==> src/hw/adcs_consts.svh <==
// register map, field positions and timing figures of the conversion sequencer
`ifndef ADCS_CONSTS_SVH
`define ADCS_CONSTS_SVH

`define ADCS_CLK_HZ 10000000
`define ADCS_FS_BASE_HZ 62500
`define ADCS_FS_DIV_BASE ((`ADCS_CLK_HZ) / (`ADCS_FS_BASE_HZ))

`define ADCS_OFF_CFG0 6'h00
`define ADCS_OFF_ENABLE 6'h01
`define ADCS_OFF_CFG2 6'h02
`define ADCS_OFF_CFG3 6'h03
`define ADCS_OFF_CFG4 6'h04
`define ADCS_OFF_CFG5 6'h05
`define ADCS_OFF_RESULT 6'h06
`define ADCS_OFF_STATUS 6'h07

`define ADCS_CFG0_START 0
`define ADCS_CFG0_ALT 1
`define ADCS_CFG0_RATIO_LSB 2
`define ADCS_CFG0_NELC_LSB 5

`define ADCS_RES_BITS 5'h10
`define ADCS_OSR_LOG2_BASE 5'h06
`define ADCS_RESULT_MAX 16'h7fff
`define ADCS_RESULT_MIN 16'h8000

`define ADCS_BG_LOW 2'h0
`define ADCS_BG_HIGH 2'h1
`define ADCS_BG_TOGGLE 2'h2
`define ADCS_BG_TOGGLE_HALF 2'h3

`endif

==> src/hw/adcs_pkg.sv <==
// types shared by the conversion sequencer
package adcs_pkg;
    typedef enum logic [4:0] {
        ADCS_IDLE = 5'b00001,
        ADCS_INIT = 5'b00010,
        ADCS_ELEM = 5'b00100,
        ADCS_FINAL = 5'b01000,
        ADCS_DONE = 5'b10000
    } adcs_state_t;
endpackage

==> src/hw/adcs_sequencer.sv <==
// incremental adc conversion sequencer with apb register access
//
// Contract
// - a write setting start or the alternate trigger begins a sequence
// - a sequence is the programmed elementary conversions then one final step
// - each elementary conversion lasts ratio plus one oversampling periods
// - the result is the mean of all elementary results
// - successive elementary conversions flip offset polarity
// - rate select divides the oscillator to 62.5, 125, 250 or 500 kHz
// - ratio select gives two to the three plus field integration cycles
// - count select gives two to the field elementary conversions
// - resolution is twice log2 ratio plus log2 count, capped at 16
// - a sequence takes count times ratio plus one, plus one periods
// - a few extra clock cycles start and finish a sequence
// - the result is sixteen bit two's complement
// - out-of-range results clamp to 0x7fff or 0x8000
// - below sixteen bits the unused low bits are forced
// - the forced pattern is a one under the last valid bit, then zeros
// - software enables or bypasses each gain stage and the converter
// - enable word bit 0 converter, bits 1 to 3 the gain stages
// - one bit selects stage one gain of one or ten
// - stage two takes a 2-bit gain and 4-bit offset select
// - stage three takes a 7-bit gain and 7-bit offset select
// - bandgap forced low, high, or toggled per elementary or every second
`timescale 1ns/1ns
`include "adcs_consts.svh"

module adcs_sequencer (
    input wire logic clock_i,
    input wire logic rst_n_i,
    input wire logic psel_i,
    input wire logic penable_i,
    input wire logic pwrite_i,
    input wire logic [31:0] paddr_i,
    input wire logic [31:0] pwdata_i,
    output logic [31:0] prdata_o,
    output logic pready_o,
    output logic pslverr_o,
    input wire logic modulator_bit_i,
    output logic converter_enable_o,
    output logic [2:0] stage_enable_o,
    output logic stage1_gain_select_o,
    output logic [1:0] stage2_gain_select_o,
    output logic [3:0] stage2_offset_select_o,
    output logic [6:0] stage3_gain_select_o,
    output logic [6:0] stage3_offset_select_o,
    output logic integrator_reset_o,
    output logic offset_polarity_o,
    output logic bandgap_state_o,
    output logic busy_o,
    output logic [15:0] conversion_result_o
);

    ////////////////////////////////////////////////////////////////////////////
    // apb slave and configuration registers

    logic pready_reg;
    logic pslverr_reg;
    logic [31:0] prdata_reg;
    logic [3:0] enable_reg;
    logic [2:0] ratio_select_reg;
    logic [1:0] elementary_count_select_reg;
    logic [1:0] sample_rate_select_reg;
    logic stage1_gain_select_reg;
    logic [1:0] stage2_gain_select_reg;
    logic [3:0] stage2_offset_select_reg;
    logic [6:0] stage3_gain_select_reg;
    logic [6:0] stage3_offset_select_reg;
    logic [1:0] bandgap_mode_reg;
    logic [15:0] conversion_result_reg;
    adcs_pkg::adcs_state_t state_reg;

    logic access;
    logic addr_ok;
    logic [5:0] word_idx;
    logic wr_cfg0;
    logic start_req;

    assign word_idx = paddr_i[7:2];
    assign addr_ok = (paddr_i[31:8] == 24'h00_0000) && (paddr_i[1:0] == 2'h0) && (word_idx <= `ADCS_OFF_STATUS);
    assign access = psel_i && penable_i && pready_reg;
    assign wr_cfg0 = access && pwrite_i && addr_ok && (word_idx == `ADCS_OFF_CFG0);
    assign start_req = wr_cfg0 && (pwdata_i[`ADCS_CFG0_START] || pwdata_i[`ADCS_CFG0_ALT]);

    // one wait state: pready rises in the second access cycle
    always_ff @(posedge clock_i)
    begin
        if (!rst_n_i)
        begin
            pready_reg <= 1'b0;
            pslverr_reg <= 1'b0;
        end
        else
        begin
            pready_reg <= psel_i && penable_i && !pready_reg;
            pslverr_reg <= psel_i && penable_i && !pready_reg && !addr_ok;
        end
    end

    always_ff @(posedge clock_i)
    begin
        if (!rst_n_i)
            prdata_reg <= 32'h0000_0000;
        else if (psel_i && penable_i && !pready_reg)
        begin
            case (addr_ok ? word_idx : 6'h3f)
                `ADCS_OFF_CFG0: prdata_reg <= {25'h000_0000, elementary_count_select_reg, ratio_select_reg, 2'h0};
                `ADCS_OFF_ENABLE: prdata_reg <= {28'h000_0000, enable_reg};
                `ADCS_OFF_CFG2: prdata_reg <= {24'h00_0000, sample_rate_select_reg, stage2_gain_select_reg,
                                               stage2_offset_select_reg};
                `ADCS_OFF_CFG3: prdata_reg <= {24'h00_0000, stage1_gain_select_reg, stage3_gain_select_reg};
                `ADCS_OFF_CFG4: prdata_reg <= {25'h000_0000, stage3_offset_select_reg};
                `ADCS_OFF_CFG5: prdata_reg <= {30'h0000_0000, bandgap_mode_reg};
                `ADCS_OFF_RESULT: prdata_reg <= {16'h0000, conversion_result_reg};
                `ADCS_OFF_STATUS: prdata_reg <= {31'h0000_0000, state_reg != adcs_pkg::ADCS_IDLE};
                default: prdata_reg <= 32'h0000_0000;
            endcase
        end
    end

    always_ff @(posedge clock_i)
    begin
        if (!rst_n_i)
        begin
            enable_reg <= 4'h0;
            ratio_select_reg <= 3'h0;
            elementary_count_select_reg <= 2'h0;
            sample_rate_select_reg <= 2'h0;
            stage1_gain_select_reg <= 1'b0;
            stage2_gain_select_reg <= 2'h0;
            stage2_offset_select_reg <= 4'h0;
            stage3_gain_select_reg <= 7'h00;
            stage3_offset_select_reg <= 7'h00;
            bandgap_mode_reg <= 2'h0;
        end
        else if (access && pwrite_i && addr_ok)
        begin
            case (word_idx)
                `ADCS_OFF_CFG0:
                begin
                    ratio_select_reg <= pwdata_i[`ADCS_CFG0_RATIO_LSB +: 3];
                    elementary_count_select_reg <= pwdata_i[`ADCS_CFG0_NELC_LSB +: 2];
                end
                `ADCS_OFF_ENABLE: enable_reg <= pwdata_i[3:0];
                `ADCS_OFF_CFG2:
                begin
                    sample_rate_select_reg <= pwdata_i[7:6];
                    stage2_gain_select_reg <= pwdata_i[5:4];
                    stage2_offset_select_reg <= pwdata_i[3:0];
                end
                `ADCS_OFF_CFG3:
                begin
                    stage1_gain_select_reg <= pwdata_i[7];
                    stage3_gain_select_reg <= pwdata_i[6:0];
                end
                `ADCS_OFF_CFG4: stage3_offset_select_reg <= pwdata_i[6:0];
                `ADCS_OFF_CFG5: bandgap_mode_reg <= pwdata_i[1:0];
                default: ;
            endcase
        end
    end

    ////////////////////////////////////////////////////////////////////////////
    // pin synchroniser and oversampling clock enable

    logic mod_meta_reg;
    logic mod_bit_reg;
    logic [7:0] div_cnt_reg;
    logic [7:0] div_limit;
    logic fs_tick;
    logic [1:0] run_rate_reg;

    always_ff @(posedge clock_i)
    begin
        if (!rst_n_i)
        begin
            mod_meta_reg <= 1'b0;
            mod_bit_reg <= 1'b0;
        end
        else
        begin
            mod_meta_reg <= modulator_bit_i;
            mod_bit_reg <= mod_meta_reg;
        end
    end

    assign div_limit = 8'(`ADCS_FS_DIV_BASE) >> run_rate_reg;
    assign fs_tick = (div_cnt_reg == 8'h00);

    // divider restarts on init so the first period is a whole one
    always_ff @(posedge clock_i)
    begin
        if (!rst_n_i)
            div_cnt_reg <= 8'h00;
        else if (state_reg == adcs_pkg::ADCS_INIT || fs_tick)
            div_cnt_reg <= div_limit - 8'h01;
        else
            div_cnt_reg <= div_cnt_reg - 8'h01;
    end

    ////////////////////////////////////////////////////////////////////////////
    // sequence control

    logic [2:0] run_ratio_reg;
    logic [1:0] run_nelc_reg;
    logic [10:0] tick_cnt_reg;
    logic [3:0] elem_cnt_reg;
    logic [10:0] oversampling_ratio;
    logic [3:0] nelc;
    logic elem_end;
    logic last_elem;

    assign oversampling_ratio = 11'h008 << run_ratio_reg;
    assign nelc = 4'h1 << run_nelc_reg;
    assign elem_end = (state_reg == adcs_pkg::ADCS_ELEM) && fs_tick && (tick_cnt_reg == oversampling_ratio);
    assign last_elem = (elem_cnt_reg == nelc - 4'h1);

    // a start while busy is ignored; settings are captured at start
    always_ff @(posedge clock_i)
    begin
        if (!rst_n_i)
            state_reg <= adcs_pkg::ADCS_IDLE;
        else
        begin
            case (state_reg)
                adcs_pkg::ADCS_IDLE:
                    if (start_req)
                        state_reg <= adcs_pkg::ADCS_INIT;
                adcs_pkg::ADCS_INIT: state_reg <= adcs_pkg::ADCS_ELEM;
                adcs_pkg::ADCS_ELEM:
                    if (elem_end && last_elem)
                        state_reg <= adcs_pkg::ADCS_FINAL;
                adcs_pkg::ADCS_FINAL:
                    if (fs_tick)
                        state_reg <= adcs_pkg::ADCS_DONE;
                adcs_pkg::ADCS_DONE: state_reg <= adcs_pkg::ADCS_IDLE;
                default: state_reg <= adcs_pkg::ADCS_IDLE;
            endcase
        end
    end

    always_ff @(posedge clock_i)
    begin
        if (!rst_n_i)
        begin
            run_ratio_reg <= 3'h0;
            run_nelc_reg <= 2'h0;
            run_rate_reg <= 2'h0;
        end
        else if (state_reg == adcs_pkg::ADCS_IDLE && start_req)
        begin
            run_ratio_reg <= wr_cfg0 ? pwdata_i[`ADCS_CFG0_RATIO_LSB +: 3] : ratio_select_reg;
            run_nelc_reg <= wr_cfg0 ? pwdata_i[`ADCS_CFG0_NELC_LSB +: 2] : elementary_count_select_reg;
            run_rate_reg <= sample_rate_select_reg;
        end
    end

    always_ff @(posedge clock_i)
    begin
        if (!rst_n_i)
        begin
            tick_cnt_reg <= 11'h000;
            elem_cnt_reg <= 4'h0;
        end
        else if (state_reg == adcs_pkg::ADCS_INIT)
        begin
            tick_cnt_reg <= 11'h000;
            elem_cnt_reg <= 4'h0;
        end
        else if (state_reg == adcs_pkg::ADCS_ELEM && fs_tick)
        begin
            tick_cnt_reg <= elem_end ? 11'h000 : tick_cnt_reg + 11'h001;
            if (elem_end)
                elem_cnt_reg <= elem_cnt_reg + 4'h1;
        end
    end

    ////////////////////////////////////////////////////////////////////////////
    // second-order incremental integration and averaging

    logic signed [11:0] acc1_reg;
    logic signed [21:0] acc2_reg;
    logic signed [24:0] sum_reg;
    logic signed [11:0] acc1_next;
    logic polarity_reg;

    // chopped amplifiers invert the signal on odd passes; undo it here
    assign acc1_next = acc1_reg + ((mod_bit_reg ^ polarity_reg) ? 12'sh001 : 12'shfff);

    always_ff @(posedge clock_i)
    begin
        if (!rst_n_i || state_reg == adcs_pkg::ADCS_INIT || elem_end)
        begin
            acc1_reg <= 12'sh000;
            acc2_reg <= 22'sh00_0000;
        end
        else if (state_reg == adcs_pkg::ADCS_ELEM && fs_tick)
        begin
            acc1_reg <= acc1_next;
            acc2_reg <= acc2_reg + 22'(acc1_next);
        end
    end

    always_ff @(posedge clock_i)
    begin
        if (!rst_n_i || state_reg == adcs_pkg::ADCS_INIT)
            sum_reg <= 25'sh000_0000;
        else if (elem_end)
            sum_reg <= sum_reg + 25'(acc2_reg);
    end

    always_ff @(posedge clock_i)
    begin
        if (!rst_n_i || state_reg == adcs_pkg::ADCS_INIT)
            polarity_reg <= 1'b0;
        else if (elem_end)
            polarity_reg <= !polarity_reg;
    end

    // integrators in the analog chain are cleared before each elementary pass
    always_ff @(posedge clock_i)
    begin
        if (!rst_n_i)
            integrator_reset_o <= 1'b0;
        else
            integrator_reset_o <= (state_reg == adcs_pkg::ADCS_INIT) || (elem_end && !last_elem);
    end

    always_ff @(posedge clock_i)
    begin
        if (!rst_n_i)
            bandgap_state_o <= 1'b0;
        else
        begin
            case (bandgap_mode_reg)
                `ADCS_BG_LOW: bandgap_state_o <= 1'b0;
                `ADCS_BG_HIGH: bandgap_state_o <= 1'b1;
                `ADCS_BG_TOGGLE:
                    if (elem_end)
                        bandgap_state_o <= !bandgap_state_o;
                `ADCS_BG_TOGGLE_HALF:
                    if (elem_end && elem_cnt_reg[0])
                        bandgap_state_o <= !bandgap_state_o;
                default: bandgap_state_o <= 1'b0;
            endcase
        end
    end

    ////////////////////////////////////////////////////////////////////////////
    // scaling, forced low bits and saturation

    logic [4:0] res_bits;
    logic signed [39:0] scaled;
    logic [15:0] result_next;

    // full scale of the mean is ratio squared over two, mapped onto 2^15
    assign res_bits = {1'b0, run_ratio_reg, 1'b0} + `ADCS_OSR_LOG2_BASE + {3'h0, run_nelc_reg};

    always_comb
    begin
        scaled = 40'(sum_reg);
        if (res_bits <= `ADCS_RES_BITS)
            scaled = scaled <<< (`ADCS_RES_BITS - res_bits);
        else
            scaled = scaled >>> (res_bits - `ADCS_RES_BITS);
        if (res_bits < `ADCS_RES_BITS)
            scaled = scaled | (40'sh1 <<< (`ADCS_RES_BITS - 5'h01 - res_bits));
        if (scaled > 40'($signed(`ADCS_RESULT_MAX)))
            result_next = `ADCS_RESULT_MAX;
        else if (scaled < -40'sh80_00)
            result_next = `ADCS_RESULT_MIN;
        else
            result_next = scaled[15:0];
    end

    always_ff @(posedge clock_i)
    begin
        if (!rst_n_i)
            conversion_result_reg <= 16'h0000;
        else if (state_reg == adcs_pkg::ADCS_DONE)
            conversion_result_reg <= result_next;
    end

    always_ff @(posedge clock_i)
    begin
        if (!rst_n_i)
            busy_o <= 1'b0;
        else
            busy_o <= (state_reg != adcs_pkg::ADCS_IDLE) && (state_reg != adcs_pkg::ADCS_DONE) || start_req;
    end

    assign prdata_o = prdata_reg;
    assign pready_o = pready_reg;
    assign pslverr_o = pslverr_reg;
    assign offset_polarity_o = polarity_reg;
    assign conversion_result_o = conversion_result_reg;
    assign converter_enable_o = enable_reg[0];
    assign stage_enable_o = enable_reg[3:1];
    assign stage1_gain_select_o = stage1_gain_select_reg;
    assign stage2_gain_select_o = stage2_gain_select_reg;
    assign stage2_offset_select_o = stage2_offset_select_reg;
    assign stage3_gain_select_o = stage3_gain_select_reg;
    assign stage3_offset_select_o = stage3_offset_select_reg;

    logic [13:0] seq_ticks_reg;
    logic [7:0] gap_reg;

    always_ff @(posedge clock_i)
    begin
        if (!rst_n_i || state_reg == adcs_pkg::ADCS_INIT)
            seq_ticks_reg <= 14'h0000;
        else if (fs_tick && (state_reg == adcs_pkg::ADCS_ELEM || state_reg == adcs_pkg::ADCS_FINAL))
            seq_ticks_reg <= seq_ticks_reg + 14'h0001;
    end

    always_ff @(posedge clock_i)
    begin
        if (!rst_n_i || fs_tick || state_reg == adcs_pkg::ADCS_INIT)
            gap_reg <= 8'h01;
        else
            gap_reg <= gap_reg + 8'h01;
    end
endmodule
==> config.mk <==
export PLATFORM = sky130hd
export DESIGN_NAME = adcs_sequencer
export DESIGN_NICKNAME = d
export VERILOG_FILES = /design/src/hw/adcs_pkg.sv /design/src/hw/adcs_sequencer.sv
export VERILOG_INCLUDE_DIRS = /design/src /design/src/hw
export SDC_FILE = /design/constraint.sdc
export NUM_CORES = 1
export LEC_CHECK = 0
export BUFFER_PORTS_ARGS = -buffer_cell sky130_fd_sc_hd__buf_2
export CAP_MARGIN = 20
export CORE_MARGIN = 2
export CORE_UTILIZATION = 55
export CTS_BUF_LIST = sky130_fd_sc_hd__clkbuf_16
export DETAILED_ROUTE_END_ITERATION = 6
export GPL_ROUTABILITY_DRIVEN = 0
export GPL_TIMING_DRIVEN = 0
export PLACE_DENSITY = 0.76
export SYNTH_ARGS = -nofsm -noshare
export SYNTH_HDL_FRONTEND = slang
export SYNTH_SLANG_ARGS = --single-unit
==> constraint.sdc <==
create_clock -name clock_i -period 10.48 [get_ports clock_i]
set_clock_uncertainty 0.05 [all_clocks]
set_input_delay 2.096 -clock clock_i [delete_from_list [all_inputs] [get_ports clock_i]]
set_output_delay 2.096 -clock clock_i [all_outputs]
set_load 0.03 [all_outputs]
Yosys cells after proc, flatten, opt, wreduce, memory -nomap -nowiden. Index checks and enable logic that the tools add are counted.

Word-level logic and storage cells: 149. Flip-flop bits (word level): 184. Latch bits: 0. Memory bits (read-only): 0. Input bits: 70. Memory bits (writable): 0. Memories: 0.

$lt $le $gt $ge: 5. Shift operators: 6. Multiplexer cells: 18. Reduce and logical (&&, ||, !) cells: 45. $add $sub $neg: 13. Divide/modulo/power cells: 0. Eq/ne operators: 29. Bitwise logic cells: 3. $mul: 0.

Operators by type and width (count): $pmux 16 s8 (1); $mux 40 (2); $gt 40x16->1 const B (1); $lt 40x16->1 const B (1); $or 40x40->40 (1); $sshl 2x5->40 const A (1); $sshl 25x5->40 (1); $sshr 25x5->40 (1); $eq 6x3->1 const B (6); $mux 16 (2); $add 25x22->25 (1); $eq 6x2->1 const B (4); $logic_not 24->1 (1); $add 22x12->22 (1); $pmux 5 s4 (1); $logic_and 1x1->1 (17); $reduce_and 2->1 (8); $sub 8x1->8 const B (2); $mux 5 (3); $add 12x12->12 (1); $eq 6x1->1 const B (2); $logic_not 6->1 (2); $mux 12 (1); $add 11x1->11 const B (1); 40 further kinds (57).

Longest topological paths before layout.
Word-level depth: 10. Mapped depth: 23.

Worst setup path after synthesis. No wires, ideal clock.

Path kind: reg-to-reg. Start point: reg run_ratio_reg[0]. End point: reg conversion_result_reg[6] (netlist: conversion_result_o[6]). Clock period less this slack: 4.992 ns. Slack: 5.488 ns. Library setup time: 0.122 ns. Required time: 10.308 ns. Buffers on the path: 6. Stages on the path, launching flop included: 22. Data arrival time: 4.820 ns. Path through: dfxtp_1 -> clkbuf_1 -> inv_1 -> ha_1 -> inv_1 -> ha_1 -> clkbuf_1 -> inv_1 -> clkbuf_1 -> ha_1 -> buf_2 -> clkbuf_1 -> mux2i_1 -> o22ai_1 -> a211o_1 -> o221a_2 -> a21o_1 -> or4_1 -> nor4_2 -> a211oi_1 -> buf_6 -> a221o_1.

Cells in the longest elaborated chain, start to end: 10. Elaborated cells between the ends (all ways): 17.

Ends and longest elaborated chain: start, declared (RTL line adcs_sequencer.sv:204) `logic [2:0] run_ratio_reg;`; start signal, assigned (RTL line adcs_sequencer.sv:252) `` run_ratio_reg <= wr_cfg0 ? pwdata_i[`ADCS_CFG0_RATIO_LSB +: 3] : ratio_select_reg; ``; $add 4x3->5 (no line) (*); $add 5x2->5 (*) (RTL line adcs_sequencer.sv:357) `` assign res_bits = {1'b0, run_ratio_reg, 1'b0} + `ADCS_OSR_LOG2_BASE + {3'h0, run_nelc_reg}; ``; $sub 5x5->5 (no line); $sshr 25x5->40 / $sshl 25x5->40 (equally long branches) (RTL line adcs_sequencer.sv:365, adcs_sequencer.sv:363); $mux 40 (RTL line adcs_sequencer.sv:362) `` if (res_bits <= `ADCS_RES_BITS) ``; $or 40x40->40 (RTL line adcs_sequencer.sv:367) `` scaled = scaled | (40'sh1 <<< (`ADCS_RES_BITS - 5'h01 - res_bits)); ``; $mux 40 (*) (RTL line adcs_sequencer.sv:366) `` if (res_bits < `ADCS_RES_BITS) ``; $lt 40x16->1 (RTL line adcs_sequencer.sv:370) `else if (scaled < -40'sh80_00)`; $mux 16 (RTL line adcs_sequencer.sv:370); $mux 16 (*) (RTL line adcs_sequencer.sv:368) `` if (scaled > 40'($signed(`ADCS_RESULT_MAX))) ``; end signal, assigned (RTL line adcs_sequencer.sv:381) `conversion_result_reg <= result_next;`; end, declared (RTL line adcs_sequencer.sv:70) `logic [15:0] conversion_result_reg;`.

Every way passes the cells marked *; elsewhere a longest branch is shown, timed or not. A chain may end at the register's enable or synchronous reset.

Worst setup path after layout.
Start point: reg run_ratio_reg[0]. End point: reg conversion_result_reg[9] (netlist: conversion_result_o[9]).

Same word-level chain as after synthesis.

==> flow_summary.yaml <==
die:
  design.die.area_mm2: 0.0259
  rows: 57
  start_util_pct: 55.8
  fp.dieW_um: 161
  core-area_mm2: 0.0242
  die_h_um: 161
  io_pins: 149
clocking:
  cts.root.buffer_cell: "clkbuf_16"
  cts_resized: 0
  hold_buffers: 0
  clockBufferDepth: 2
  cts_setup_buffers: 0
  cts_buffers: 17
  cts_sinks: 168
  path_clk_slew_ns: 0.07
  h-tree-depth: 4
  clkLatencyLatePin_ns: 0.46
  cts_tree: "built"
synthesis:
  yosys.area.top_type: "dfxtp_1"
  ys_ff_latch: 168
  post_synth_xor_area_fraction_pct: 4.41
  synth_ff_type: "dfxtp_1"
  yosys.area_share.simple_pct: 21.7
  synth-compound-area-share_pct: 20.8
  yosysWarnings: 0
  synth-edff-count: 0
  syn_area_mm2: 0.0135
  synth_fa_ha_area_share_pct: 6.42
  synth_top_area_share_pct: 24.9
  synth.area.top_cells: "dfxtp_1 (25%), mux2i_1 (7.8%), ha_1 (5.8%)"
  synthArstFlopShare_pct: 0
  syn_area_per_cell_um2: 8.06
  yosysUniqueCellTypes: 90
  postSynthCellCount: 1678
  synth-seq-area-share_pct: 24.9
  synth_top_family_by_area: "simple AND/OR/NAND/NOR gates"
  synth_mux_area_share_pct: 16.0
routing:
  drt_iter0_drc: 1530
  antenna_left: 0
  wl_per_cell_um: 19.7
  viasPerCell: 6.36
  wirelength_um: 42400
  dr.pass1.iters: 7
  drc: 0
  vias: 13700
final_layout:
  areaGrowthSynthToFinish_pct: 11.7
  layout.cells.non_filler: 2157
  largest_reg_flops: 25
  final_nets: 1957
  antenna_cells: 0
  drive_gt1_share_pct: 13.9
grt:
  grt_pass1_vias: 12700
  grt_pass1_wl_um: 67000
  overflow: 0
  grt_max_degree: 19
  grtUsageTotal_pct: 32.0
  antenna_found_initial: 0
timing:
  finalSetupTns_ns: 0
  hold_viol: 0
  period_needed_ns: 6.61
  setup_viol: 0
  period_share_pct: 63.1
  tightest_slew_ns: 1.13
  relSlewSlack_pct: 24.4
  fmax_mhz: 151
  rsz0062_at_grt: "no"
  drv_slew: 0
power:
  power_leakage_nw: 6.34
  power.density_mw_per_mm2: 92.5
  vdd_ir_drop_max_v: 0.0000817
job:
  drv_cap: 0
critical_path:
  cp.required_ns: 10.82
  path_class: "flip-flop to flip-flop"
  cp-start-kind: "flip-flop"
  crit_fanout: 10
  endpoint_kind: "flip-flop"
  cp_data_arrival_time_ns: 6.96
run_status:
  status: "completed"
place:
  port_buffers: 107
  dpl.cell_count: 2125
  post-dp-hpwl_um: 32000
min_path:
  hold_path_class: "flip-flop to flip-flop"
==> layout by cell type (no fill, tap or decap), drive strengths merged, types with 15 or more instances in the layout <==
master	netlist	final
nand2	179	179
nor2	171	171
dfxtp	168	168
buf	49	157
a21oi	133	133
mux2i	106	106
clkbuf	78	95
o21ai	89	89
ha	63	63
nor2b	55	55
inv	43	51
nand3	49	49
nor3	42	42
xnor2	40	40
mux4	39	39
xor2	28	28
a22oi	21	21
and2	21	21
mux2	18	18
a221o	18	18
a211oi	18	18
conb	1	16
a21o	15	15
==> worst max-delay path, cell delays in order, from the launching register on <==
cell      delay [ns]
dfxtp_1         0.31
clkbuf_1        0.32
inv_1           0.16
ha_1            0.22
inv_1           0.05
ha_1            0.38
clkbuf_1        0.41
inv_1           0.12
clkbuf_1        0.35
ha_1            0.40
buf_2           0.29
clkinv_1        0.35
clkbuf_1        0.37
clkbuf_1        0.32
o21ai_0         0.48
mux2i_1         0.16
o21ai_0         0.35
nor3_1          0.13
nand3_1         0.11
nor4_1          0.06
a211oi_1        0.80
buf_6           0.23
a221o_1         0.11
==> per-stage QoR <==
step	area, um2	util [%]	power, mW	hold WS, ns	worst slack [ns]
5_1_grt	15100	62.3	1.44	0.419	3.62
4_1_cts	15100	62.3	1.40	0.409	4.09
3_5_place_dp	14500	59.9	0.787	0.382	4.11
2_1_floorplan	13600	-	0.754	0.362	5.49
3_3_place_gp	14500	59.9	0.784	0.397	4.24
6_report	15100	62.3	1.40	0.400	3.87
==> power by group <==
part           total (mW)  internal [mW]  switching, mW
Sequential          0.656          0.649        0.00700
Clock               0.623          0.317          0.306
Combinational       0.118         0.0466         0.0712
Total                1.40           1.01          0.384
==> layer usage <==
| metal | vias up | wire length [um] | global-route usage, % |
|---|---|---|---|
| li1 | 6391 | - | - |
| met1 | 6248 | 16900 | 40.8 |
| met2 | 885 | 19300 | 52.8 |
| met3 | 194 | 4090 | 5.06 |
| met4 | 0 | 2170 | 15.9 |
| met5 | - | 0 | 0 |
==> area by class of cell <==
type | instances | area (um2)
multi-input cells | 1353 | 9430
clock inverters | 15 | 151
fillers | 2117 | 9150
clock buffers | 17 | 425
well taps | 324 | 405
inverters | 45 | 169
flip-flops and latches | 168 | 3360
repair buffers | 108 | 543
plain buffers | 127 | 617
==> cell families after synthesis <==
| logic type | Yosys count |
|---|---|
| compound gates | 426 |
| flops | 168 |
| xor+xnor | 68 |
| mux | 163 |
| other cells | 1 |
| fa+ha+maj | 67 |
| simple gates | 613 |
| buf+inv | 172 |
==> cell usage after synthesis, types with 41 or more instances <==
cell type  number
nor3_1         42
clkbuf_1       78
mux2i_1       106
nor2b_1        55
inv_1          41
nor2_1        171
dfxtp_1       168
nand3_1        49
a21oi_1       133
o21ai_0        86
nand2_1       178
ha_1           63
==> final timing paths <==
| path | startpoint | to | slack (ns) | cells past startpoint |
|---|---|---|---|---|
| setup / recovery | run_ratio_reg[0] | conversion_result_o[9] | 3.87 | 22 |
| hold / removal | mod_meta_reg | mod_bit_reg | 0.40 | 1 |
| setup reg to reg | run_ratio_reg[0] | conversion_result_o[9] | 3.87 | 22 |
| hold reg to reg | mod_meta_reg | mod_bit_reg | 0.40 | 1 |
Power figures use the tool's default switching activity.
